### src/wr_zq_pkg.sv
// Purpose: shared constants and types for the write/calibration block
// Assumes: one command clock equals one mclk cycle
// Notes: offsets are byte addresses on the register bus
package wr_zq_pkg;
	// ---------------------------------------------
	// register map
	// ---------------------------------------------
	localparam logic [3:0] ADDR_CTRL = 4'h0;
	localparam logic [3:0] ADDR_STAT = 4'h4;
	localparam logic [31:0] CTRL_RESET = 32'h0000_0900;
	localparam int CTRL_BL_LSB = 0;
	localparam int CTRL_CRC_BIT = 2;
	localparam int CTRL_DM_BIT = 3;
	localparam int CTRL_PRE2_BIT = 4;
	localparam int CTRL_CWL_LSB = 8;
	localparam int STAT_BUSY_BIT = 0;
	localparam int STAT_INIT_BIT = 1;
	localparam int STAT_OFFEND_BIT = 2;
	localparam int STAT_TOL_BIT = 3;
	localparam int STAT_CHOP_BIT = 4;
	localparam int STAT_PROTO_BIT = 5;
	localparam int STAT_UNGUARD_BIT = 6;
	localparam int STAT_CORRUPT_BIT = 7;
	localparam int STAT_BANKS_LSB = 16;
	// ---------------------------------------------
	// burst and latency
	// ---------------------------------------------
	localparam logic [1:0] BL_FIXED8 = 2'h0;
	localparam logic [1:0] BL_OTF = 2'h1;
	localparam logic [1:0] BL_FIXED4 = 2'h2;
	localparam logic [2:0] CLK_BL8 = 3'h4;
	localparam logic [2:0] CLK_BC4 = 3'h2;
	localparam logic [4:0] MIN_CWL = 5'h09;
	localparam logic [7:0] CCD_FORBID = 8'h06;
	// ---------------------------------------------
	// calibration periods, in command clocks
	// ---------------------------------------------
	localparam int CAL_INIT_NCK = 1024;
	localparam int CAL_OPER_NCK = 512;
	localparam int CAL_SHORT_NCK = 128;
	localparam int CAL_STEP_NCK = 64;
	localparam int NCK_CYC = 1;
	localparam logic [10:0] CAL_INIT_CYC = 11'(CAL_INIT_NCK * NCK_CYC);
	localparam logic [10:0] CAL_OPER_CYC = 11'(CAL_OPER_NCK * NCK_CYC);
	localparam logic [10:0] CAL_SHORT_CYC =
		11'((CAL_SHORT_NCK > CAL_STEP_NCK ? CAL_SHORT_NCK : CAL_STEP_NCK)
		* NCK_CYC);
	// ---------------------------------------------
	// types
	// ---------------------------------------------
	typedef struct packed {
		logic cs_n;
		logic act_n;
		logic ras_n;
		logic cas_n;
		logic we_n;
		logic a10;
		logic a12;
		logic [3:0] bank;
		logic strobe_fault;
		logic sr_exit;
	} cmd_pins_s;
	typedef enum logic [6:0] {
		CMD_NOP = 7'h01,
		CMD_ACT = 7'h02,
		CMD_WR = 7'h04,
		CMD_RD = 7'h08,
		CMD_PRE = 7'h10,
		CMD_ZQ = 7'h20,
		CMD_OTHER = 7'h40
	} cmd_e;
	typedef enum logic [2:0] {
		CAL_IDLE = 3'h1,
		CAL_RUN = 3'h2,
		CAL_XFER = 3'h4
	} cal_state_e;
	typedef struct packed {
		logic busy;
		logic init_done;
		logic update;
		logic cur_en;
	} cal_stat_s;
endpackage

### src/wr_burst_track.sv
// Purpose: places write bursts at the latency position, marks their end
// Assumes: bursts may follow gaplessly
// Notes: recov_ref_q pulses one cycle after the final data clock
module wr_burst_track (
	// clock and reset
	input wire logic clk,
	input wire logic rst_n,
	// write launch
	input wire logic wr_go,
	input wire logic chop,
	input wire logic crc_en,
	input wire logic [4:0] write_latency_setting,
	// burst state
	output logic active_q,
	output logic recov_ref_q
);
	logic [31:0] launch_q;
	logic [31:0] chop_q;
	logic [2:0] cnt_q;
	logic [2:0] len;

	// ---------------------------------------------
	// latency delay line
	// ---------------------------------------------
	always_ff @(posedge clk or negedge rst_n) begin
		if (!rst_n) begin
			launch_q <= 32'h0;
			chop_q <= 32'h0;
		end else begin
			launch_q <= (launch_q >> 1) | (wr_go ? (32'h1 << write_latency_setting) : 32'h0);
			chop_q <= (chop_q >> 1) |
				((wr_go && chop) ? (32'h1 << write_latency_setting) : 32'h0);
		end
	end

	// data clocks, one more when a checksum is appended
	assign len = (chop_q[0] ? wr_zq_pkg::CLK_BC4 : wr_zq_pkg::CLK_BL8) +
		{2'h0, crc_en};

	// ---------------------------------------------
	// burst counter and recovery reference
	// ---------------------------------------------
	always_ff @(posedge clk or negedge rst_n) begin
		if (!rst_n) begin
			cnt_q <= 3'h0;
			active_q <= 1'b0;
			recov_ref_q <= 1'b0;
		end else begin
			if (launch_q[0]) begin
				cnt_q <= len;
			end else if (cnt_q != 3'h0) begin
				cnt_q <= cnt_q - 3'h1;
			end
			active_q <= launch_q[0] || cnt_q > 3'h1;
			recov_ref_q <= (cnt_q == 3'h1); // RQ5
		end
	end
endmodule

### src/wr_zq_top.sv
// Purpose: write burst sequencing, fault tolerance and calibration control
// Assumes: command pins are asynchronous to mclk and pass two flip-flops
// Notes: registers are reached over a classic Wishbone slave
//
// Behaviour
// [RQ1] mode 00, or 01 with chop select high, gives an eight-beat write
// [RQ2] mode 10, or 01 with chop select low, gives a four-beat chop
// [RQ3] with two-clock preamble, column commands are never six clocks apart
// [RQ4] with two-clock preamble, write latency above the lowest, never 9
// [RQ5] recovery timing counts from the edge after the last data beat
// [RQ6] checksum plus masking uses the checksum-with-mask recovery variants
// [RQ7] data/strobe setup or hold faults corrupt only the addressed location
// [RQ8] strobe faults are tolerated only without checksum and on-the-fly mode
// [RQ9] offending strobe arrives within six strobe edges of its position
// [RQ10] reads to any open bank are accepted after an offending write
// [RQ11] same-group writes after an offending write are accepted
// [RQ12] other-group writes after an offending write are accepted
// [RQ13] once all banks are idle, the next clean write stores correct data
// [RQ14] long calibration does initial calibration and may come at any time
// [RQ15] finished calibration transfers new values to driver and termination
// [RQ16] first long calibration gets the initial period, later the shorter
// [RQ17] short calibration finishes inside its period, 0.5% within 64 clocks
// [RQ18] the channel stays quiet during any calibration period
// [RQ19] calibration current path turns off once calibration is done
// [RQ20] calibration only after all banks are precharged
// [RQ21] calibration may overlap the delay-locked loop relock at refresh exit
// [RQ22] no self-started calibration at refresh exit
// [RQ23] devices sharing a resistor never overlap calibration periods
// [RQ24] clock enable high and termination pin low during calibration
// [RQ25] one calibration opcode, one address bit picks long or short
module wr_zq_top (
	// clock and reset
	input wire logic mclk,
	input wire logic rst_b,
	// wishbone slave
	input wire logic wb_cyc_i,
	input wire logic wb_stb_i,
	input wire logic wb_we_i,
	input wire logic [3:0] wb_adr_i,
	input wire logic [3:0] wb_sel_i,
	input wire logic [31:0] wb_dat_i,
	output logic [31:0] wb_dat_o,
	output logic wb_ack_o,
	// command pins
	input wire wr_zq_pkg::cmd_pins_s cmd_pins,
	// device state
	output logic burst_active,
	output logic recov_ref,
	output logic write_corrupt,
	output logic read_accept,
	output logic cal_update,
	output logic zq_current_en
);
	logic rst_s1_q;
	logic rst_n;
	wr_zq_pkg::cmd_pins_s pins_s1_q;
	wr_zq_pkg::cmd_pins_s pins_q;
	wr_zq_pkg::cmd_e cmd;
	logic [31:0] ctrl_q;
	logic [1:0] bl_mode;
	logic crc_en;
	logic dm_en;
	logic pre2;
	logic [4:0] write_latency_setting;
	logic chop;
	logic tolerant;
	logic last_chop_q;
	logic last_crc_dm_q;
	logic [7:0] ccd_cnt_q;
	logic proto_err_q;
	logic offend_q;
	logic unguard_q;
	logic corrupt_q;
	logic [15:0] open_q;
	logic wb_req;
	logic stat_clr_proto;
	logic act_q;
	logic ref_q;
	wr_zq_pkg::cal_stat_s cal_stat;
	logic cal_start;

	// ---------------------------------------------
	// reset release and pin synchronisers
	// ---------------------------------------------
	always_ff @(posedge mclk or negedge rst_b) begin
		if (!rst_b) begin
			rst_s1_q <= 1'b0;
			rst_n <= 1'b0;
		end else begin
			rst_s1_q <= 1'b1;
			rst_n <= rst_s1_q;
		end
	end

	always_ff @(posedge mclk or negedge rst_n) begin
		if (!rst_n) begin
			pins_s1_q <= '1;
			pins_q <= '1;
		end else begin
			pins_s1_q <= cmd_pins;
			pins_q <= pins_s1_q;
		end
	end

	// ---------------------------------------------
	// command decode
	// ---------------------------------------------
	function automatic wr_zq_pkg::cmd_e cmd_decode(
		input wr_zq_pkg::cmd_pins_s p);
		if (p.cs_n) begin
			cmd_decode = wr_zq_pkg::CMD_NOP;
		end else if (!p.act_n) begin
			cmd_decode = wr_zq_pkg::CMD_ACT;
		end else begin
			case ({p.ras_n, p.cas_n, p.we_n})
				3'b111: cmd_decode = wr_zq_pkg::CMD_NOP;
				3'b100: cmd_decode = wr_zq_pkg::CMD_WR;
				3'b101: cmd_decode = wr_zq_pkg::CMD_RD;
				3'b010: cmd_decode = wr_zq_pkg::CMD_PRE;
				3'b110: cmd_decode = wr_zq_pkg::CMD_ZQ; // RQ25
				default: cmd_decode = wr_zq_pkg::CMD_OTHER;
			endcase
		end
	endfunction

	function automatic logic burst_is_chop(input logic [1:0] mode,
		input logic sel);
		case (mode)
			wr_zq_pkg::BL_FIXED8: burst_is_chop = 1'b0; // RQ1
			wr_zq_pkg::BL_OTF: burst_is_chop = !sel; // RQ1 RQ2
			wr_zq_pkg::BL_FIXED4: burst_is_chop = 1'b1; // RQ2
			default: burst_is_chop = 1'b0;
		endcase
	endfunction

	assign cmd = cmd_decode(pins_q);
	assign bl_mode = ctrl_q[wr_zq_pkg::CTRL_BL_LSB +: 2];
	assign crc_en = ctrl_q[wr_zq_pkg::CTRL_CRC_BIT];
	assign dm_en = ctrl_q[wr_zq_pkg::CTRL_DM_BIT];
	assign pre2 = ctrl_q[wr_zq_pkg::CTRL_PRE2_BIT];
	assign write_latency_setting = ctrl_q[wr_zq_pkg::CTRL_CWL_LSB +: 5];
	assign chop = burst_is_chop(bl_mode, pins_q.a12);
	assign tolerant = !crc_en && bl_mode != wr_zq_pkg::BL_OTF; // RQ8

	// ---------------------------------------------
	// register bus
	// ---------------------------------------------
	assign wb_req = wb_cyc_i && wb_stb_i && !wb_ack_o;
	assign stat_clr_proto = wb_req && wb_we_i &&
		wb_adr_i == wr_zq_pkg::ADDR_STAT && wb_sel_i[0] &&
		wb_dat_i[wr_zq_pkg::STAT_PROTO_BIT];

	always_ff @(posedge mclk or negedge rst_n) begin
		if (!rst_n) begin
			ctrl_q <= wr_zq_pkg::CTRL_RESET;
		end else if (wb_req && wb_we_i &&
			wb_adr_i == wr_zq_pkg::ADDR_CTRL) begin
			for (int i = 0; i < 4; i++) begin
				if (wb_sel_i[i]) begin
					ctrl_q[i*8 +: 8] <= wb_dat_i[i*8 +: 8];
				end
			end
		end
	end

	always_ff @(posedge mclk or negedge rst_n) begin
		if (!rst_n) begin
			wb_ack_o <= 1'b0;
			wb_dat_o <= 32'h0;
		end else begin
			wb_ack_o <= wb_req;
			if (wb_req && !wb_we_i) begin
				case (wb_adr_i)
					wr_zq_pkg::ADDR_CTRL: wb_dat_o <= ctrl_q;
					wr_zq_pkg::ADDR_STAT: begin
						wb_dat_o <= 32'h0;
						wb_dat_o[wr_zq_pkg::STAT_BUSY_BIT] <= cal_stat.busy;
						wb_dat_o[wr_zq_pkg::STAT_INIT_BIT] <=
							cal_stat.init_done;
						wb_dat_o[wr_zq_pkg::STAT_OFFEND_BIT] <= offend_q;
						wb_dat_o[wr_zq_pkg::STAT_TOL_BIT] <= tolerant;
						wb_dat_o[wr_zq_pkg::STAT_CHOP_BIT] <= last_chop_q;
						wb_dat_o[wr_zq_pkg::STAT_PROTO_BIT] <= proto_err_q;
						wb_dat_o[wr_zq_pkg::STAT_UNGUARD_BIT] <= unguard_q;
						wb_dat_o[wr_zq_pkg::STAT_CORRUPT_BIT] <=
							last_crc_dm_q;
						wb_dat_o[wr_zq_pkg::STAT_BANKS_LSB +: 16] <= open_q;
					end
					default: wb_dat_o <= 32'h0;
				endcase
			end
		end
	end

	// ---------------------------------------------
	// write bursts
	// ---------------------------------------------
	wr_burst_track u_burst (
		.clk(mclk),
		.rst_n(rst_n),
		.wr_go(cmd == wr_zq_pkg::CMD_WR),
		.chop(chop),
		.crc_en(crc_en),
		.write_latency_setting(write_latency_setting),
		.active_q(act_q),
		.recov_ref_q(ref_q)
	);

	always_ff @(posedge mclk or negedge rst_n) begin
		if (!rst_n) begin
			last_chop_q <= 1'b0;
			last_crc_dm_q <= 1'b0;
		end else if (cmd == wr_zq_pkg::CMD_WR) begin
			last_chop_q <= chop;
			// marks the checksum-with-mask recovery variant in use
			last_crc_dm_q <= crc_en && dm_en; // RQ6
		end
	end

	// column spacing and latency checks; set wins over clear
	always_ff @(posedge mclk or negedge rst_n) begin
		if (!rst_n) begin
			ccd_cnt_q <= 8'hFF;
			proto_err_q <= 1'b0;
		end else begin
			if (cmd == wr_zq_pkg::CMD_WR || cmd == wr_zq_pkg::CMD_RD) begin
				ccd_cnt_q <= 8'h1;
			end else if (ccd_cnt_q != 8'hFF) begin
				ccd_cnt_q <= ccd_cnt_q + 8'h1;
			end
			if (pre2 && cmd == wr_zq_pkg::CMD_WR &&
				(ccd_cnt_q == wr_zq_pkg::CCD_FORBID || // RQ3
				write_latency_setting <= wr_zq_pkg::MIN_CWL)) begin // RQ4
				proto_err_q <= 1'b1;
			end else if (cal_stat.busy && cmd != wr_zq_pkg::CMD_NOP) begin
				proto_err_q <= 1'b1; // RQ18
			end else if (cal_start && open_q != 16'h0) begin
				proto_err_q <= 1'b1; // RQ20
			end else if (stat_clr_proto) begin
				proto_err_q <= 1'b0;
			end
		end
	end

	// ---------------------------------------------
	// bank state and offending writes
	// ---------------------------------------------
	always_ff @(posedge mclk or negedge rst_n) begin
		if (!rst_n) begin
			open_q <= 16'h0;
		end else if (cmd == wr_zq_pkg::CMD_ACT) begin
			open_q[pins_q.bank] <= 1'b1;
		end else if (cmd == wr_zq_pkg::CMD_PRE) begin
			if (pins_q.a10) begin
				open_q <= 16'h0;
			end else begin
				open_q[pins_q.bank] <= 1'b0;
			end
		end
	end

	always_ff @(posedge mclk or negedge rst_n) begin
		if (!rst_n) begin
			offend_q <= 1'b0;
			unguard_q <= 1'b0;
			corrupt_q <= 1'b0;
		end else begin
			// fault on any strobe edge of a burst taints that burst only
			if (act_q && pins_q.strobe_fault) begin
				corrupt_q <= 1'b1; // RQ7 RQ9
				offend_q <= 1'b1;
				if (!tolerant) begin
					unguard_q <= 1'b1; // RQ8
				end
			end else if (ref_q) begin
				corrupt_q <= 1'b0; // RQ7
			end
			// later writes keep flowing while offend_q holds
			if (offend_q && open_q == 16'h0 && !act_q) begin
				offend_q <= 1'b0; // RQ11 RQ12 RQ13
			end
		end
	end

	// ---------------------------------------------
	// calibration
	// ---------------------------------------------
	// refresh exit never starts a run by itself
	assign cal_start = cmd == wr_zq_pkg::CMD_ZQ; // RQ21 RQ22

	zq_cal_engine u_cal (
		.clk(mclk),
		.rst_n(rst_n),
		.start(cal_start),
		.is_long(pins_q.a10), // RQ25
		.stat_q(cal_stat)
	);

	// ---------------------------------------------
	// outputs
	// ---------------------------------------------
	always_ff @(posedge mclk or negedge rst_n) begin
		if (!rst_n) begin
			burst_active <= 1'b0;
			recov_ref <= 1'b0;
			write_corrupt <= 1'b0;
			read_accept <= 1'b0;
			cal_update <= 1'b0;
			zq_current_en <= 1'b0;
		end else begin
			burst_active <= act_q;
			recov_ref <= ref_q; // RQ5
			write_corrupt <= corrupt_q;
			read_accept <= cmd == wr_zq_pkg::CMD_RD; // RQ10
			cal_update <= cal_stat.update; // RQ15
			zq_current_en <= cal_stat.cur_en; // RQ19
		end
	end
endmodule

### src/zq_cal_engine.sv
// Purpose: long and short impedance calibration sequencing
// Assumes: commands during a running calibration are ignored
// Notes: the first long run after reset takes the initial period
module zq_cal_engine (
	// clock and reset
	input wire logic clk,
	input wire logic rst_n,
	// command
	input wire logic start,
	input wire logic is_long,
	// state
	output wr_zq_pkg::cal_stat_s stat_q
);
	wr_zq_pkg::cal_state_e state_q;
	logic [10:0] cnt_q;
	logic long_q;

	always_ff @(posedge clk or negedge rst_n) begin
		if (!rst_n) begin
			state_q <= wr_zq_pkg::CAL_IDLE;
			cnt_q <= 11'h0;
			long_q <= 1'b0;
			stat_q <= '0;
		end else begin
			stat_q.update <= 1'b0;
			case (state_q)
				wr_zq_pkg::CAL_IDLE: begin
					if (start) begin
						long_q <= is_long;
						stat_q.busy <= 1'b1;
						stat_q.cur_en <= 1'b1;
						state_q <= wr_zq_pkg::CAL_RUN;
						if (!is_long) begin
							cnt_q <= wr_zq_pkg::CAL_SHORT_CYC; // RQ17
						end else if (!stat_q.init_done) begin
							cnt_q <= wr_zq_pkg::CAL_INIT_CYC; // RQ16
						end else begin
							cnt_q <= wr_zq_pkg::CAL_OPER_CYC; // RQ16
						end
					end
				end
				wr_zq_pkg::CAL_RUN: begin
					cnt_q <= cnt_q - 11'h1;
					if (cnt_q == 11'h2) begin
						state_q <= wr_zq_pkg::CAL_XFER;
					end
				end
				wr_zq_pkg::CAL_XFER: begin
					stat_q.update <= 1'b1; // RQ15
					stat_q.cur_en <= 1'b0; // RQ19
					stat_q.busy <= 1'b0;
					if (long_q) begin
						stat_q.init_done <= 1'b1; // RQ14
					end
					state_q <= wr_zq_pkg::CAL_IDLE;
				end
				default: begin
					state_q <= wr_zq_pkg::CAL_IDLE;
					stat_q.busy <= 1'b0;
				end
			endcase
		end
	end
endmodule
### config.mk
export PLATFORM = sky130hd
export DESIGN_NAME = wr_zq_top
export DESIGN_NICKNAME = d
export VERILOG_FILES = /design/src/wr_zq_pkg.sv /design/src/wr_burst_track.sv /design/src/wr_zq_top.sv /design/src/zq_cal_engine.sv
export SDC_FILE = /design/constraint.sdc
export NUM_CORES = 1
export LEC_CHECK = 0
export ABC_AREA = 1
export BUFFER_PORTS_ARGS = -buffer_cell sky130_fd_sc_hd__clkbuf_2
export CAP_MARGIN = 10
export CORE_AREA = 2 2 143 145
export DETAILED_ROUTE_END_ITERATION = 10
export DIE_AREA = 0 0 145 147
export GPL_TIMING_DRIVEN = 0
export HOLD_SLACK_MARGIN = 0.1
export PLACE_DENSITY_LB_ADDON = 0.12
export SETUP_SLACK_MARGIN = 0.1
export SLEW_MARGIN = 20
export SYNTH_ARGS = -nofsm -noshare
export SYNTH_HDL_FRONTEND = slang
export SYNTH_SLANG_ARGS = --single-unit
export TNS_END_PERCENT = 30
### constraint.sdc
create_clock -name mclk -period 8.9 [get_ports mclk]
set_clock_uncertainty 0.05 [all_clocks]
set_input_delay 0.89 -clock mclk [delete_from_list [all_inputs] [get_ports mclk]]
set_output_delay 0.89 -clock mclk [all_outputs]
set_load 0.1 [all_outputs]
## Word level (Yosys, flattened, before mapping)

Cells that the tools add are included.

| storage, ports and cells | value |
|---|---|
| logic and storage cells | 178 |
| bits in registers | 215 |
| input bits | 58 |

| cells by class | value |
|---|---|
| reductions and logical operators | 50 |
| bitwise logic cells | 7 |
| multiplexer cells | 36 |
| equal/unequal tests | 24 |
| shift-type cells | 1 |
| order comparisons | 4 |
| $add $sub $neg | 4 |

Operator list:

| cell | count |
|---|---|
| $mux 32 | 2 |
| $or 31x32->32 | 2 |
| $pmux 32 s2 | 1 |
| $mux 16 | 3 |
| $pmux 7 s5 | 1 |
| $mux 11 | 3 |
| $shl 1x5->32 const A | 1 |
| $pmux 11 s2 | 1 |
| $reduce_and 2->1 | 11 |
| $logic_and 1x1->1 | 19 |
| $and 16x16->16 | 1 |
| $logic_not 16->1 | 1 |
| $mux 8 | 2 |
| $not 16->16 | 1 |
| $or 16x16->16 | 1 |
| $reduce_bool 16->1 | 1 |
| $eq 3x3->1 const B | 5 |
| $mux 3 | 5 |
| $mux 7 | 2 |
| $reduce_bool 2->1 | 7 |
| $eq 11x2->1 const B | 1 |
| $mux 1 | 11 |
| $sub 11x1->11 const B | 1 |
| $add 8x1->8 const B | 1 |
| other kinds (30) | 42 |

## Logic depth before layout (Yosys ltp)

Gate-level depths: netlist (run 1).

| logic depth | value |
|---|---|
| depth in word-level cells | 10 |
| gate-level depth with buffers | 9 |
| gate-level depth less buffers | 8 |

## By module

A second synthesis (run 1) with hierarchy kept.

| second synthesis, totals | value |
|---|---|
| cell total of the unflattened synthesis | 1042 |
| area total of the unflattened synthesis | 9335.2 µm² |

By module, submodules not included:

| module | cells an instance | instances | area each (µm²) |
|---|---|---|---|
| wr_zq_top | 626 | 1 | 5424.0 |
| wr_burst_track | 299 | 1 | 2880.3 |
| zq_cal_engine | 117 | 1 | 1031.0 |

## Least setup slack after synthesis (run 1)

No wires, ideal clock.

| timing | value |
|---|---|
| path type | in2reg |
| start point | input wb_adr_i[1] |
| end point | register ctrl_q[12] |
| stages on the path | 7 |
| data arrival time | 1.775 ns |
| slack | 6.938 ns |
| buffers on the path | 1 |
| setup time | 0.137 ns |
| required time | 8.713 ns |
| cell sequence | nor2_1 -> nand3_1 -> nor2_4 -> nand2_1 -> clkbuf_1 -> nor2_1 -> a21oi_1 |

| on the way | value |
|---|---|
| word-level cells in the longest chain between the ends | 3 |

RTL lines:

| item | line | text |
|---|---|---|
| from (decl) | wr_zq_top.sv:39 | `input wire logic [3:0] wb_adr_i,` |
| $logic_not 4->1 | wr_zq_top.sv:157 | `wb_adr_i == wr_zq_pkg::ADDR_CTRL) begin` |
| $logic_and 1x1->1 | wr_zq_top.sv:156 | `end else if (wb_req && wb_we_i &&` |
| $reduce_and 2->1 (no line) | - |  |
| to (signal assigned) | wr_zq_top.sv:155 | `ctrl_q <= wr_zq_pkg::CTRL_RESET;` |
| to (signal, indexed assignment) | wr_zq_top.sv:160 | `ctrl_q[i*8 +: 8] <= wb_dat_i[i*8 +: 8];` |
| to (decl) | wr_zq_top.sv:59 | `logic [31:0] ctrl_q;` |

No other way between the ends.
A chain may end at the register's enable or synchronous reset.

## Final worst setup path (run 1)

| timing | value |
|---|---|
| start point | register wb_dat_o[17] |
| end point | output wb_dat_o[17] |

RTL lines:

| item | line | text |
|---|---|---|
| from (decl) | wr_zq_top.sv:42 | `output logic [31:0] wb_dat_o,` |
| from (signal assigned) | wr_zq_top.sv:174 | `wr_zq_pkg::ADDR_CTRL: wb_dat_o <= ctrl_q;` |
| from (signal, indexed assignment) | wr_zq_top.sv:177 | `wb_dat_o[wr_zq_pkg::STAT_BUSY_BIT] <= cal_stat.busy;` |
| from (signal, indexed assignment) | wr_zq_top.sv:178 | `wb_dat_o[wr_zq_pkg::STAT_INIT_BIT] <=` |

No word-level cell between the ends.

==> reports/qor.txt, run 1 <==
===============================================================================
Outcome                                                            complete, no violations
CTS Sinks                                                                   215
Seq/Total Area, Yosys                                                     0.593
Max-slew headroom at the worst pin                                        0.604
CTS tree                                                                    yes
Clock latency reported for the late side of the worst-skew pair         0.50 ns
Pre-CTS setup slack                                                     6.48 ns
Clock-pin slew on the worst setup and hold paths                        0.06 ns
Net count of the mapped netlist                                             961
Number of violations of the max-capacitance limit                             0
Die span in y                                                            147 um
Leading post-synthesis cells by instance count                     180 x sky130_fd_sc_hd__dfrtp_1, 176 x sky130_fd_sc_hd__nand2_1, 113 x sky130_fd_sc_hd__nand3_1, 77 x sky130_fd_sc_hd__inv_1, 56 x sky130_fd_sc_hd__nor2_1
Post-synthesis area per instance                                       10.2 um2
Antenna violations before repair                                              0
Total standard cell area after synthesis                               9150 um2
Setup repair after global routing missed its margin                       false
Pleak                                                                   5.37 nW
Post-synthesis sequential element count                                     215
Pin count of the biggest net entering global routing                         54
Most instantiated flip-flop cell in the synthesis netlist          sky130_fd_sc_hd__dfrtp_1
Total grt overflow                                                            0
Crit-path max cell delay                                                0.48 ns
Clock H-tree levels                                                           1
Hold Path Class                                                    flip-flop to async pin
Final weighted congestion of routability-driven global placement          0.879
Routed wire per std cell                                                15.0 um
Die area                                                              21300 um2
Number of vias in the routed layout                                        6487
Worst-path maximum fanout                                                     2
Vias per cell                                                              4.97
Number of placement rows                                                     52
Slowest stage cell on the critical path                            sky130_fd_sc_hd__clkbuf_2
Type of element capturing the critical path                          output pin
Min Clock Period, post-route                                            2.32 ns
Largest area contributor in the synthesized netlist                sky130_fd_sc_hd__dfrtp_1
Fmax                                                                  0.432 GHz
Inserted Clock Buffers                                                       24
Initial DRT Pass Iterations                                                   5
Data arrival time of the critical path                                  1.38 ns
Worst-case clock buffer depth                                                 3
Final setup vio count                                                         0
Routed WL                                                               19.6 mm
Number of nets with antenna violations after routing                          0
Number of global-route vias before repair                                  6379
Final-layout fill cell count                                               1765
Yosys warning total                                                           0
Final number of hold-violating endpoints                                      0
Growth of design area from synthesis to finish                            18.6%
Category of the critical setup timing path                         flip-flop to output pin
Root buffer selected by CTS                                        sky130_fd_sc_hd__clkbuf_16
Cells along the critical path                                          clkbuf_2
Initial drt markers                                                         309
Worst VDD drop                                                       0.000138 V
Setup WS post-layout                                                    6.58 ns
Placed cell area                                                      10100 um2
Post-cts gate resize count                                                    0
Synthesized instance count                                                  894
Ys async rst share                                                         1.00
Req. time, crit path                                                    7.96 ns
Fraction of final layout cells sized beyond drive strength 1              0.223
Yosys cell types                                                             39
Global-route wire length before repair                                  33.1 mm
Number of buffers inserted by post-CTS setup repair                           0
Total number of nets in the final design                                   1085
GRT Overall Usage                                                         0.190
Number of enable-type register cells in the synthesized netlist               0
CP Buf/Inv Count                                                              1
Synth top area cells                                               sky130_fd_sc_hd__dfrtp_1 49%, sky130_fd_sc_hd__dfstp_2 10%, sky130_fd_sc_hd__nand2_1 7.2%, sky130_fd_sc_hd__nand3_1 6.2%, sky130_fd_sc_hd__o21bai_4 5.9%
Area share of the largest cell type after synthesis                       0.492
Number of primary I/O pins                                                   97
Worst Tran Pin Value                                                   0.596 ns
Pwr Density                                                          243 nW/um2
Core area                                                             19800 um2
Effective utilization at floorplan                                        0.461
Gate family responsible for the most delay along the worst path    buffers and inverters
Drt drc                                                                       0
HPWL after detailed placement                                           14.3 mm
Design Area, Final                                                    10900 um2
Leading cell type by number of instances after synthesis           sky130_fd_sc_hd__dfrtp_1
Total power consumption of the routed design                          0.00264 W
Final slew viol count                                                         0
Diode count                                                                   0
Width of the die                                                         145 um
Final period util                                                         0.260
Type of element launching the critical path                           flip-flop
Total of buffers placed on input and output ports                            93
===============================================================================
==> final cells by class <==
class                   instances  area (um2)  area share
clock inverters                 6        82.6     0.00761
flip-flops and latches        215        5430       0.500
clock buffers                  38         704      0.0649
plain buffers                  32         186      0.0172
repair buffers                 98         578      0.0532
well taps                     270         338      0.0311
inverters                      87         327      0.0301
multi-input cells             560        3210       0.296
==> worst paths after layout <==
check,to,slack [ns],cells past startpoint,start
hold / removal,u_cal.cnt_q[0],0.25,0,rst_n
setup reg to reg,u_cal.cnt_q[7],7.03,7,pins_q[11]
setup / recovery,wb_dat_o[17],6.58,1,wb_dat_o[17]
max in group asynchronous,pins_q[1],7.60,2,rst_n
hold reg to reg,u_cal.cnt_q[0],0.25,0,rst_n
min in group mclk,cal_update,0.29,0,u_cal.stat_q[1]
==> cells in the final DEF (no fill, tap or decap), types with 4 or more instances in the layout <==
cell type | synthesis | routed
sky130_fd_sc_hd__nand2_2 | 4 | 4
sky130_fd_sc_hd__nor3_1 | 5 | 5
sky130_fd_sc_hd__dfstp_2 | 35 | 35
sky130_fd_sc_hd__xor2_1 | 4 | 4
sky130_fd_sc_hd__dfrtp_1 | 180 | 179
sky130_fd_sc_hd__nand2_1 | 176 | 176
sky130_fd_sc_hd__clkbuf_2 | 0 | 93
sky130_fd_sc_hd__nor2_1 | 56 | 56
sky130_fd_sc_hd__ha_1 | 9 | 9
sky130_fd_sc_hd__nand4_1 | 15 | 15
sky130_fd_sc_hd__inv_1 | 77 | 77
sky130_fd_sc_hd__o21bai_1 | 35 | 35
sky130_fd_sc_hd__clkbuf_1 | 15 | 25
sky130_fd_sc_hd__a21oi_1 | 30 | 30
sky130_fd_sc_hd__clkbuf_16 | 0 | 25
sky130_fd_sc_hd__nand3_1 | 113 | 113
sky130_fd_sc_hd__o21bai_4 | 29 | 29
sky130_fd_sc_hd__o211ai_1 | 5 | 5
sky130_fd_sc_hd__inv_2 | 8 | 8
sky130_fd_sc_hd__a22oi_1 | 12 | 12
sky130_fd_sc_hd__o21ai_0 | 46 | 46
sky130_fd_sc_hd__buf_2 | 12 | 12
==> registers in the layout, summed over array words and instances, names as in the netlist, 3 cells and up <==
name,count
ccd_cnt_q,8
ctrl_q,32
open_q,16
pins_q,12
pins_s1_q,12
u_burst.chop_q,32
u_burst.cnt_q,3
u_burst.launch_q,32
u_cal.cnt_q,11
u_cal.stat_q,4
u_cal.state_q,3
wb_dat_o,32
==> timing repair <==
action	in CTS	in global routing
endpoints found under the hold margin	2	0
setup endpoints to repair	0	0
hold buffers	1	0
==> report_power, final <==
part / internal, W / switching [W] / total (W)
Clock: 0.000599 / 0.000377 / 0.000976
Combinational: 0.000143 / 0.000345 / 0.000488
Sequential: 0.00110 / 0.0000750 / 0.00118
Total: 0.00185 / 0.000796 / 0.00264
==> through the flow <==
stage	setup TNS [ns]	util	std cells	hold slack (ns)
after CTS	0	0.547	1306	0.279
after floorplan	0	-	894	0.281
after global routing	0	0.547	1306	0.304
after global placement	-6.49	0.502	1257	0.285
after detailed placement	0	0.507	1261	0.278
final	0	0.547	1306	0.248
==> routing by layer <==
| layer | GRT usage | wire length (um) | part of all wire | vias to the layer above |
|---|---|---|---|---|
| met1 | 0.297 | 10100 | 0.52 | 3096 |
| met5 | 0 | 0 | 0 | - |
| met3 | 0.0314 | 874 | 0.045 | 25 |
| li1 | - | - | - | 3219 |
| met2 | 0.278 | 8310 | 0.42 | 147 |
| met4 | 0.0455 | 298 | 0.015 | 0 |
==> logic make-up (layout without fill, tap and decap cells) <==
family                     Yosys count  in the layout  share of synthesized area
and+or+nand+nor                    381            381                      0.184
DFF                                215            215                      0.593
AOI/OAI and AO/OA                  164            164                      0.149
buffers and inverters              119            261                     0.0561
adders and majority gates            9              9                     0.0123
xor gates and xnor gates             5              5                    0.00479
other                                1              1                   0.000410
==> worst register-to-register path: stages, from the launching register on <==
cell and delay, ns:
sky130_fd_sc_hd__dfstp_2 0.57, sky130_fd_sc_hd__nand2_1 0.08, sky130_fd_sc_hd__nor3_1 0.29, sky130_fd_sc_hd__nand2_1 0.31, sky130_fd_sc_hd__nand2_1 0.27, sky130_fd_sc_hd__nand2_1 0.08, sky130_fd_sc_hd__nand2_1 0.06, sky130_fd_sc_hd__nand3_1 0.05
No activity file was read; power rests on OpenSTA's default activity.
==> run 2: changes to the inputs <==
==> constraint.sdc (replaced) <==
create_clock -name mclk -period 2.3 [get_ports mclk]
set_clock_uncertainty 0.05 [all_clocks]
set_input_delay 0.23 -clock mclk [delete_from_list [all_inputs] [get_ports mclk]]
set_output_delay 0.23 -clock mclk [all_outputs]
set_load 0.1 [all_outputs]
==> run 2 against run 1 <==
Setup slack lost 6.4 ns. First-iteration DRC count is 15% higher. Combinational power rose to 4.0 times the previous value. Largest cell class unchanged. Sequential power grew to 3.9 times the previous value. Critical endpoint is now ctrl_q[17]. Sequential share of layout area decreased by 2.8 points. Flip-flop and latch count is the same. Via count rose by 3.8%.
==> reports/qor.txt, run 2 (same netlist as run 1, synthesis figures left out) <==
===============================================================================
Worst-path maximum fanout                                                    10   +8
Cell depth of the worst hold path                                             4
Die area                                                              21300 um2   unchanged
Final period util                                                         0.904
Category of the critical setup timing path                         flip-flop to flip-flop
Clock-pin slew on the worst setup and hold paths                        0.06 ns   about the same
Root buffer selected by CTS                                        sky130_fd_sc_hd__clkbuf_16
Effective utilization at floorplan                                        0.461   unchanged
Worst-case clock buffer depth                                                 3   unchanged
CTS Sinks                                                                   215   unchanged
Crit-path max cell delay                                                0.59 ns   +0.11 ns
Pin count of the biggest net entering global routing                         56   +3.7%
Non-filler cells, final                                                    1368   +4.7%
Pleak                                                                   5.61 nW   +4.4%
Switch share                                                              0.301   about the same
Hold Path Class                                                    input port to flip-flop
Die span in y                                                            147 um   unchanged
Routed wire per std cell                                                15.0 um   -0.21%
HPWL after detailed placement                                           14.1 mm   -0.87%
Vias per cell                                                              4.92   -0.87%
Initial DRT Pass Iterations                                                   5   unchanged
Clock network fraction of design power                                    0.367   -0.002
Number of vias in the routed layout                                        6736   +3.8%
Worst VDD drop                                                       0.000511 V   +270%
Diode count                                                                   0   unchanged
Worst flop-to-flop path startpoint                                     wb_ack_o
Number of nets with antenna violations after routing                          0   unchanged
Net switching power figure                                            0.00311 W   +290%
Final weighted congestion of routability-driven global placement          0.884   +0.53%
Drt drc                                                                       0   unchanged
Growth of design area from synthesis to finish                            25.6%
Global-route wire length before repair                                  34.6 mm   +4.5%
Initial drt markers                                                         354   +15%
Most common cell after layout, fill and taps aside                 sky130_fd_sc_hd__dfrtp_1
Number of global-route vias before repair                                  6806   +6.7%
Cell internal power dissipation                                       0.00721 W   +290%
Gate family responsible for the most delay along the worst path    buffers and inverters
Width of the die                                                         145 um   unchanged
Gate power share                                                          0.189   +0.004
CP Buf/Inv Count                                                              3   +2
Pwr Density                                                          897 nW/um2   +270%
CTS tree                                                                    yes
Reg power frac                                                            0.444   -0.002
Type of element capturing the critical path                           flip-flop
Max-slew headroom at the worst pin                                        0.535   -0.0693
Highest-count cells in the layout ignoring fill and taps           179 x sky130_fd_sc_hd__dfrtp_1, 175 x sky130_fd_sc_hd__nand2_1, 113 x sky130_fd_sc_hd__nand3_1, 94 x sky130_fd_sc_hd__clkbuf_2, 77 x sky130_fd_sc_hd__inv_1
Fraction of final layout cells sized beyond drive strength 1              0.211   -0.0117
Outcome                                                            complete, no violations
Hold Path End                                                         ctrl_q[8]
Number of primary I/O pins                                                   97   unchanged
Clock latency reported for the late side of the worst-skew pair         0.50 ns   about the same
Cells on worst reg2reg path                                                   7   unchanged
Inserted Clock Buffers                                                       24   unchanged
Fmax                                                                  0.481 GHz
R2R Setup Slk                                                           0.22 ns   -6.81 ns
Startpoint of the worst hold path                                   wb_sel_i[1]
Data arrival time of the critical path                                  2.47 ns   +1.09 ns
Number of violations of the max-capacitance limit                             0   unchanged
Routed WL                                                               20.5 mm   +4.5%
Final sum of negative setup slack                                          0 ns   unchanged
Clock H-tree levels                                                           1   unchanged
Core area                                                             19800 um2   unchanged
Cells along the critical path                                      nor3_2 -> inv_2 -> nor2_4 -> buf_2 -> nand3_1 -> dlygate4sd3_1 -> nand2_1
Type of element launching the critical path                           flip-flop
Final number of hold-violating endpoints                                      0   unchanged
Endpoint of the worst-slack reg-to-reg timing path                   ctrl_q[17]
Placed cell count                                                          1260   -0.079%
Setup repair after global routing missed its margin                        true
Slowest stage cell on the critical path                            sky130_fd_sc_hd__dlygate4sd3_1
Req. time, crit path                                                    2.69 ns   -5.27 ns
Worst hold margin                                                      0.118 ns   -0.130 ns
Final slew viol count                                                         0   unchanged
Antenna violations before repair                                              0   unchanged
Worst Tran Pin Value                                                   0.697 ns   +0.101 ns
Final setup vio count                                                         0   unchanged
Total of buffers placed on input and output ports                            93   unchanged
GRT Overall Usage                                                         0.198   +0.00743
Total number of nets in the final design                                   1147   +5.7%
Total grt overflow                                                            0   unchanged
Number of placement rows                                                     52   unchanged
Min Clock Period, post-route                                            2.08 ns
===============================================================================
==> run 2: cell types whose count changed in the layout (fill, tap and decap cells not counted), sizes merged <==
| cell | delta |
|---|---|
| buf | -2 |
| dlygate4sd3 | +63 |
| bufinv | -1 |
| clkinvlp | -1 |
| clkbuf | +5 |
| clkinv | -2 |
==> run 2: final cells by class <==
type	instances	area (um2)
fillers	1733	8350
flip-flops and latches	215	5430
clock inverters	2	35.0
repair buffers	160	1190
multi-input cells	560	3230
inverters	87	329
clock buffers	42	759
plain buffers	32	190
well taps	270	338
==> run 2: worst max path at each step <==
stage | from | to | slack (ns) | depth (start not counted)
2_1_floorplan | rst_n | burst_active | 0.09 | 0
3_3_place_gp | rst_n | corrupt_q | -0.73 | 0
3_5_place_dp | pins_q[11] | u_cal.cnt_q[7] | 0.32 | 7
4_1_cts | wb_stb_i | wb_dat_o[7] | 0.12 | 10
5_1_grt | wb_stb_i | wb_dat_o[4] | 0.07 | 10
6_report | wb_ack_o | ctrl_q[17] | 0.22 | 7
==> run 2: through the flow <==
stage               setup slack (ns)   util  power, W  instance area (um2)
floorplan                     0.0865      -   0.00605                 9160
global placement              -0.727  0.502   0.00647                 9960
detailed placement             0.321  0.506   0.00652                10000
CTS                            0.116  0.578    0.0104                11500
global route                  0.0713  0.579    0.0109                11500
finish                         0.221  0.579    0.0103                11500
==> run 2: power groups by stage <==
stage / registers, W / clock network, W / logic [W]
after floorplan: 0.00501 / 0 / 0.00104
after global placement: 0.00468 / 0 / 0.00179
after CTS: 0.00458 / 0.00389 / 0.00196
after detailed placement: 0.00464 / 0 / 0.00188
final: 0.00458 / 0.00379 / 0.00195
after global routing: 0.00464 / 0.00405 / 0.00220
==> run 2: per-layer routing <==
metal,wire length [um],up-vias,track usage
li1,-,3325,-
met1,10200,3223,0.293
met2,9040,164,0.309
met3,995,24,0.0304
met4,304,0,0.0450
met5,0,-,0
==> run 2: worst reg2reg max path, stage by stage, from the launching register on <==
cell                            delay [ns]
sky130_fd_sc_hd__dfrtp_1              0.40
sky130_fd_sc_hd__nor3_2               0.24
sky130_fd_sc_hd__inv_2                0.07
sky130_fd_sc_hd__nor2_4               0.18
sky130_fd_sc_hd__buf_2                0.29
sky130_fd_sc_hd__nand3_1              0.12
sky130_fd_sc_hd__dlygate4sd3_1        0.59
sky130_fd_sc_hd__nand2_1              0.07
==> run 2: repair_timing <==
action                                 CTS  global route
buffers inserted                         0             0
endpoints found under the hold margin   47             0
setup endpoints to repair                0            32
gates resized for setup                  0             7
hold buffers                            64             0
==> run 3: changes to the inputs <==
--- a/config.mk
+++ b/config.mk
@@ -14,9 +14,10 @@
 export GPL_TIMING_DRIVEN = 0
 export HOLD_SLACK_MARGIN = 0.1
 export PLACE_DENSITY_LB_ADDON = 0.12
+export REMOVE_ABC_BUFFERS = 1
 export SETUP_SLACK_MARGIN = 0.1
 export SLEW_MARGIN = 20
 export SYNTH_ARGS = -nofsm -noshare
 export SYNTH_HDL_FRONTEND = slang
 export SYNTH_SLANG_ARGS = --single-unit
-export TNS_END_PERCENT = 30
+export TNS_END_PERCENT = 10
==> run 3 against run 2 <==
Hold slack improved by 0.042 ns. First-iteration DRC count grew 17%. Setup slack lost 0.032 ns. Combinational power is essentially flat. Routed wire length grew 1.7%. Cell count down 1.8%. Clock power about the same. Flip-flop and latch count did not move. Via count fell by 0.65%. Total power is essentially flat. Maximum frequency shrank 1.5%. Die area stayed put. Critical endpoint is now proto_err_q. Largest cell class unchanged.
==> reports/qor.txt, run 3 (same netlist as run 1, synthesis figures left out) <==
===============================================================================
Crit-path max cell delay                                                0.73 ns   +0.14 ns
Drt drc                                                                       0   unchanged
Final weighted congestion of routability-driven global placement          0.825   -6.6%
Slowest stage cell on the critical path                            sky130_fd_sc_hd__dfstp_2
Gate family responsible for the most delay along the worst path      flip-flops
Type of element capturing the critical path                           flip-flop
Number of stages on the worst setup path                                      5   -2
Worst flop-to-flop path startpoint                                   ctrl_q[11]
Req. time, crit path                                                    2.62 ns   -0.07 ns
Category of the critical setup timing path                         flip-flop to flip-flop
Routed WL                                                               20.9 mm   +1.7%
Type of element launching the critical path                           flip-flop
Clock latency reported for the late side of the worst-skew pair         0.50 ns   about the same
Total of buffers placed on input and output ports                            95   +2.2%
Number of primary I/O pins                                                   97   unchanged
Fraction of final layout cells sized beyond drive strength 1              0.211   -0.000669
Initial DRT Pass Iterations                                                   4   -1
Effective utilization at floorplan                                        0.461   unchanged
Placed cell area                                                       9910 um2   -1.3%
R2R Setup Slk                                                           0.19 ns   -0.03 ns
Final number of hold-violating endpoints                                      0   unchanged
Total grt overflow                                                            0   unchanged
CP Buf/Inv Count                                                              1   -2
Outcome                                                            complete, no violations
Core area                                                             19800 um2   unchanged
Total power consumption of the routed design                           0.0103 W   about the same
Worst hold margin                                                      0.160 ns   +0.0416 ns
Worst-path maximum fanout                                                    17   +7
Routed wire per std cell                                                15.5 um   +3.6%
CTS tree                                                                    yes
Clock H-tree levels                                                           1   unchanged
Diode count                                                                   0   unchanged
Inserted Clock Buffers                                                       24   unchanged
Number of vias in the routed layout                                        6692   -0.65%
Total number of nets in the final design                                   1122   -2.2%
Highest-count cells in the layout ignoring fill and taps           179 x sky130_fd_sc_hd__dfrtp_1, 173 x sky130_fd_sc_hd__nand2_1, 113 x sky130_fd_sc_hd__nand3_1, 95 x sky130_fd_sc_hd__clkbuf_2, 77 x sky130_fd_sc_hd__inv_1
Antenna violations before repair                                              0   unchanged
Final period util                                                         0.918   +0.0139
Number of violations of the max-capacitance limit                             0   unchanged
CTS Sinks                                                                   215   unchanged
Origin of the worst setup path                                       ctrl_q[11]
Fmax                                                                  0.474 GHz   -1.5%
Cells on worst reg2reg path                                                   5   -2
Endpoint of the worst setup timing path                             proto_err_q
Pwr Density                                                          905 nW/um2   +0.83%
Pin count of the biggest net entering global routing                         55   -1.8%
Initial drt markers                                                         413   +17%
Clock-pin slew on the worst setup and hold paths                        0.06 ns   about the same
Final-layout fill cell count                                               1719   -0.81%
Number of nets with antenna violations after routing                          0   unchanged
Most used cell along the critical path                             sky130_fd_sc_hd__o21ai_0
Max-slew headroom at the worst pin                                        0.537   +0.00195
Number of global-route vias before repair                                  6790   -0.24%
HPWL after detailed placement                                           13.5 mm   -4.6%
Design Area, Final                                                    11400 um2   -0.80%
Vias per cell                                                              4.98   +1.2%
Setup repair after global routing missed its margin                        true
Endpoint of the worst-slack reg-to-reg timing path                  proto_err_q
Cell depth of the worst hold path                                             6   +2
Pre-CTS setup slack                                                   -0.285 ns   -0.606 ns
Final setup vio count                                                         0   unchanged
GRT Overall Usage                                                         0.202   +0.00498
Most common cell after layout, fill and taps aside                 sky130_fd_sc_hd__dfrtp_1
Worst Tran Pin Value                                                   0.692 ns   -0.00548 ns
Hold Path Class                                                    input port to flip-flop
Final sum of negative setup slack                                          0 ns   unchanged
Final slew viol count                                                         0   unchanged
Worst VDD drop                                                       0.000538 V   +5.3%
Data arrival time of the critical path                                  2.43 ns   -0.04 ns
Die span in y                                                            147 um   unchanged
Worst-case clock buffer depth                                                 3   unchanged
Global-route wire length before repair                                  35.6 mm   +2.9%
Min Clock Period, post-route                                            2.11 ns   +0.0319 ns
Cells along the critical path                                      clkinv_1 -> o21ai_0 -> o21ai_0 -> nand2_1 -> nand4_1
Growth of design area from synthesis to finish                            24.6%
Width of the die                                                         145 um   unchanged
Root buffer selected by CTS                                        sky130_fd_sc_hd__clkbuf_16
Number of placement rows                                                     52   unchanged
Pleak                                                                   5.56 nW   -0.84%
Setup WS post-layout                                                   0.190 ns   -0.0319 ns
Die area                                                              21300 um2   unchanged
===============================================================================
-- run 3: cell count changes in the layout (fill, tap and decap cells not counted), moves of 2 or more --
cell	change
sky130_fd_sc_hd__buf_12	+2
sky130_fd_sc_hd__clkbuf_8	-4
sky130_fd_sc_hd__nor2_2	+2
sky130_fd_sc_hd__buf_2	-11
sky130_fd_sc_hd__clkinv_2	+2
sky130_fd_sc_hd__clkbuf_1	-14
sky130_fd_sc_hd__nand2_1	-2
-- run 3: area by class of cell --
class | count | area [um2] | share of cell area
clock buffers | 38 | 704 | 0.0618
multi-input cells | 562 | 3250 | 0.285
well taps | 270 | 338 | 0.0296
clock inverters | 6 | 83.8 | 0.00735
inverters | 87 | 329 | 0.0289
flip-flops and latches | 215 | 5430 | 0.476
repair buffers | 165 | 1270 | 0.111
-- run 3: per-layer routing --
| layer | global-route usage | wire [um] | part of all wire | up-vias |
|---|---|---|---|---|
| met2 | 0.332 | 9780 | 0.47 | 144 |
| met4 | 0.0505 | 419 | 0.020 | 0 |
| met5 | 0 | 0 | 0 | - |
| li1 | - | - | - | 3290 |
| met1 | 0.285 | 9780 | 0.47 | 3224 |
| met3 | 0.0314 | 883 | 0.042 | 34 |
-- run 3: through the flow --
step / utilization / instances
after CTS: 0.572 / 1340
final: 0.575 / 1343
after floorplan: - / 862
after global placement: 0.493 / 1227
after global routing: 0.575 / 1343
after detailed placement: 0.499 / 1232
-- run 3: tightest hold or removal path, delay by kind of cell --
family | cells | cell delay [ns]
AO/OA/AOI/OAI | 1 | 0.10
buffers and inverters | 2 | 0.16
AND/OR/NAND/NOR | 3 | 0.19
-- run 3: how the worst min path moves through the flow --
stage,endpoint,from
CTS,proto_err_q,wb_we_i
global route,proto_err_q,wb_we_i
floorplan,rst_n,rst_b
detailed placement,rst_s1_q,rst_b
finish,proto_err_q,wb_we_i
global placement,rst_s1_q,rst_b
-- run 3: repair_timing --
item / 4_1_cts / 5_1_grt
pin swaps: 1 / 2
resized for setup: 4 / 2
cloned: 1 / 1
endpoints found under the setup margin: 52 / 50
hold buffers: 63 / 0
setup buffers: 0 / 2
endpoints found under the hold margin: 47 / 0
-- run 3: power breakdown --
group          switching [W]  internal, W
clock                0.00147      0.00232
sequential          0.000308      0.00427
combinational        0.00133     0.000606
total                0.00312      0.00720
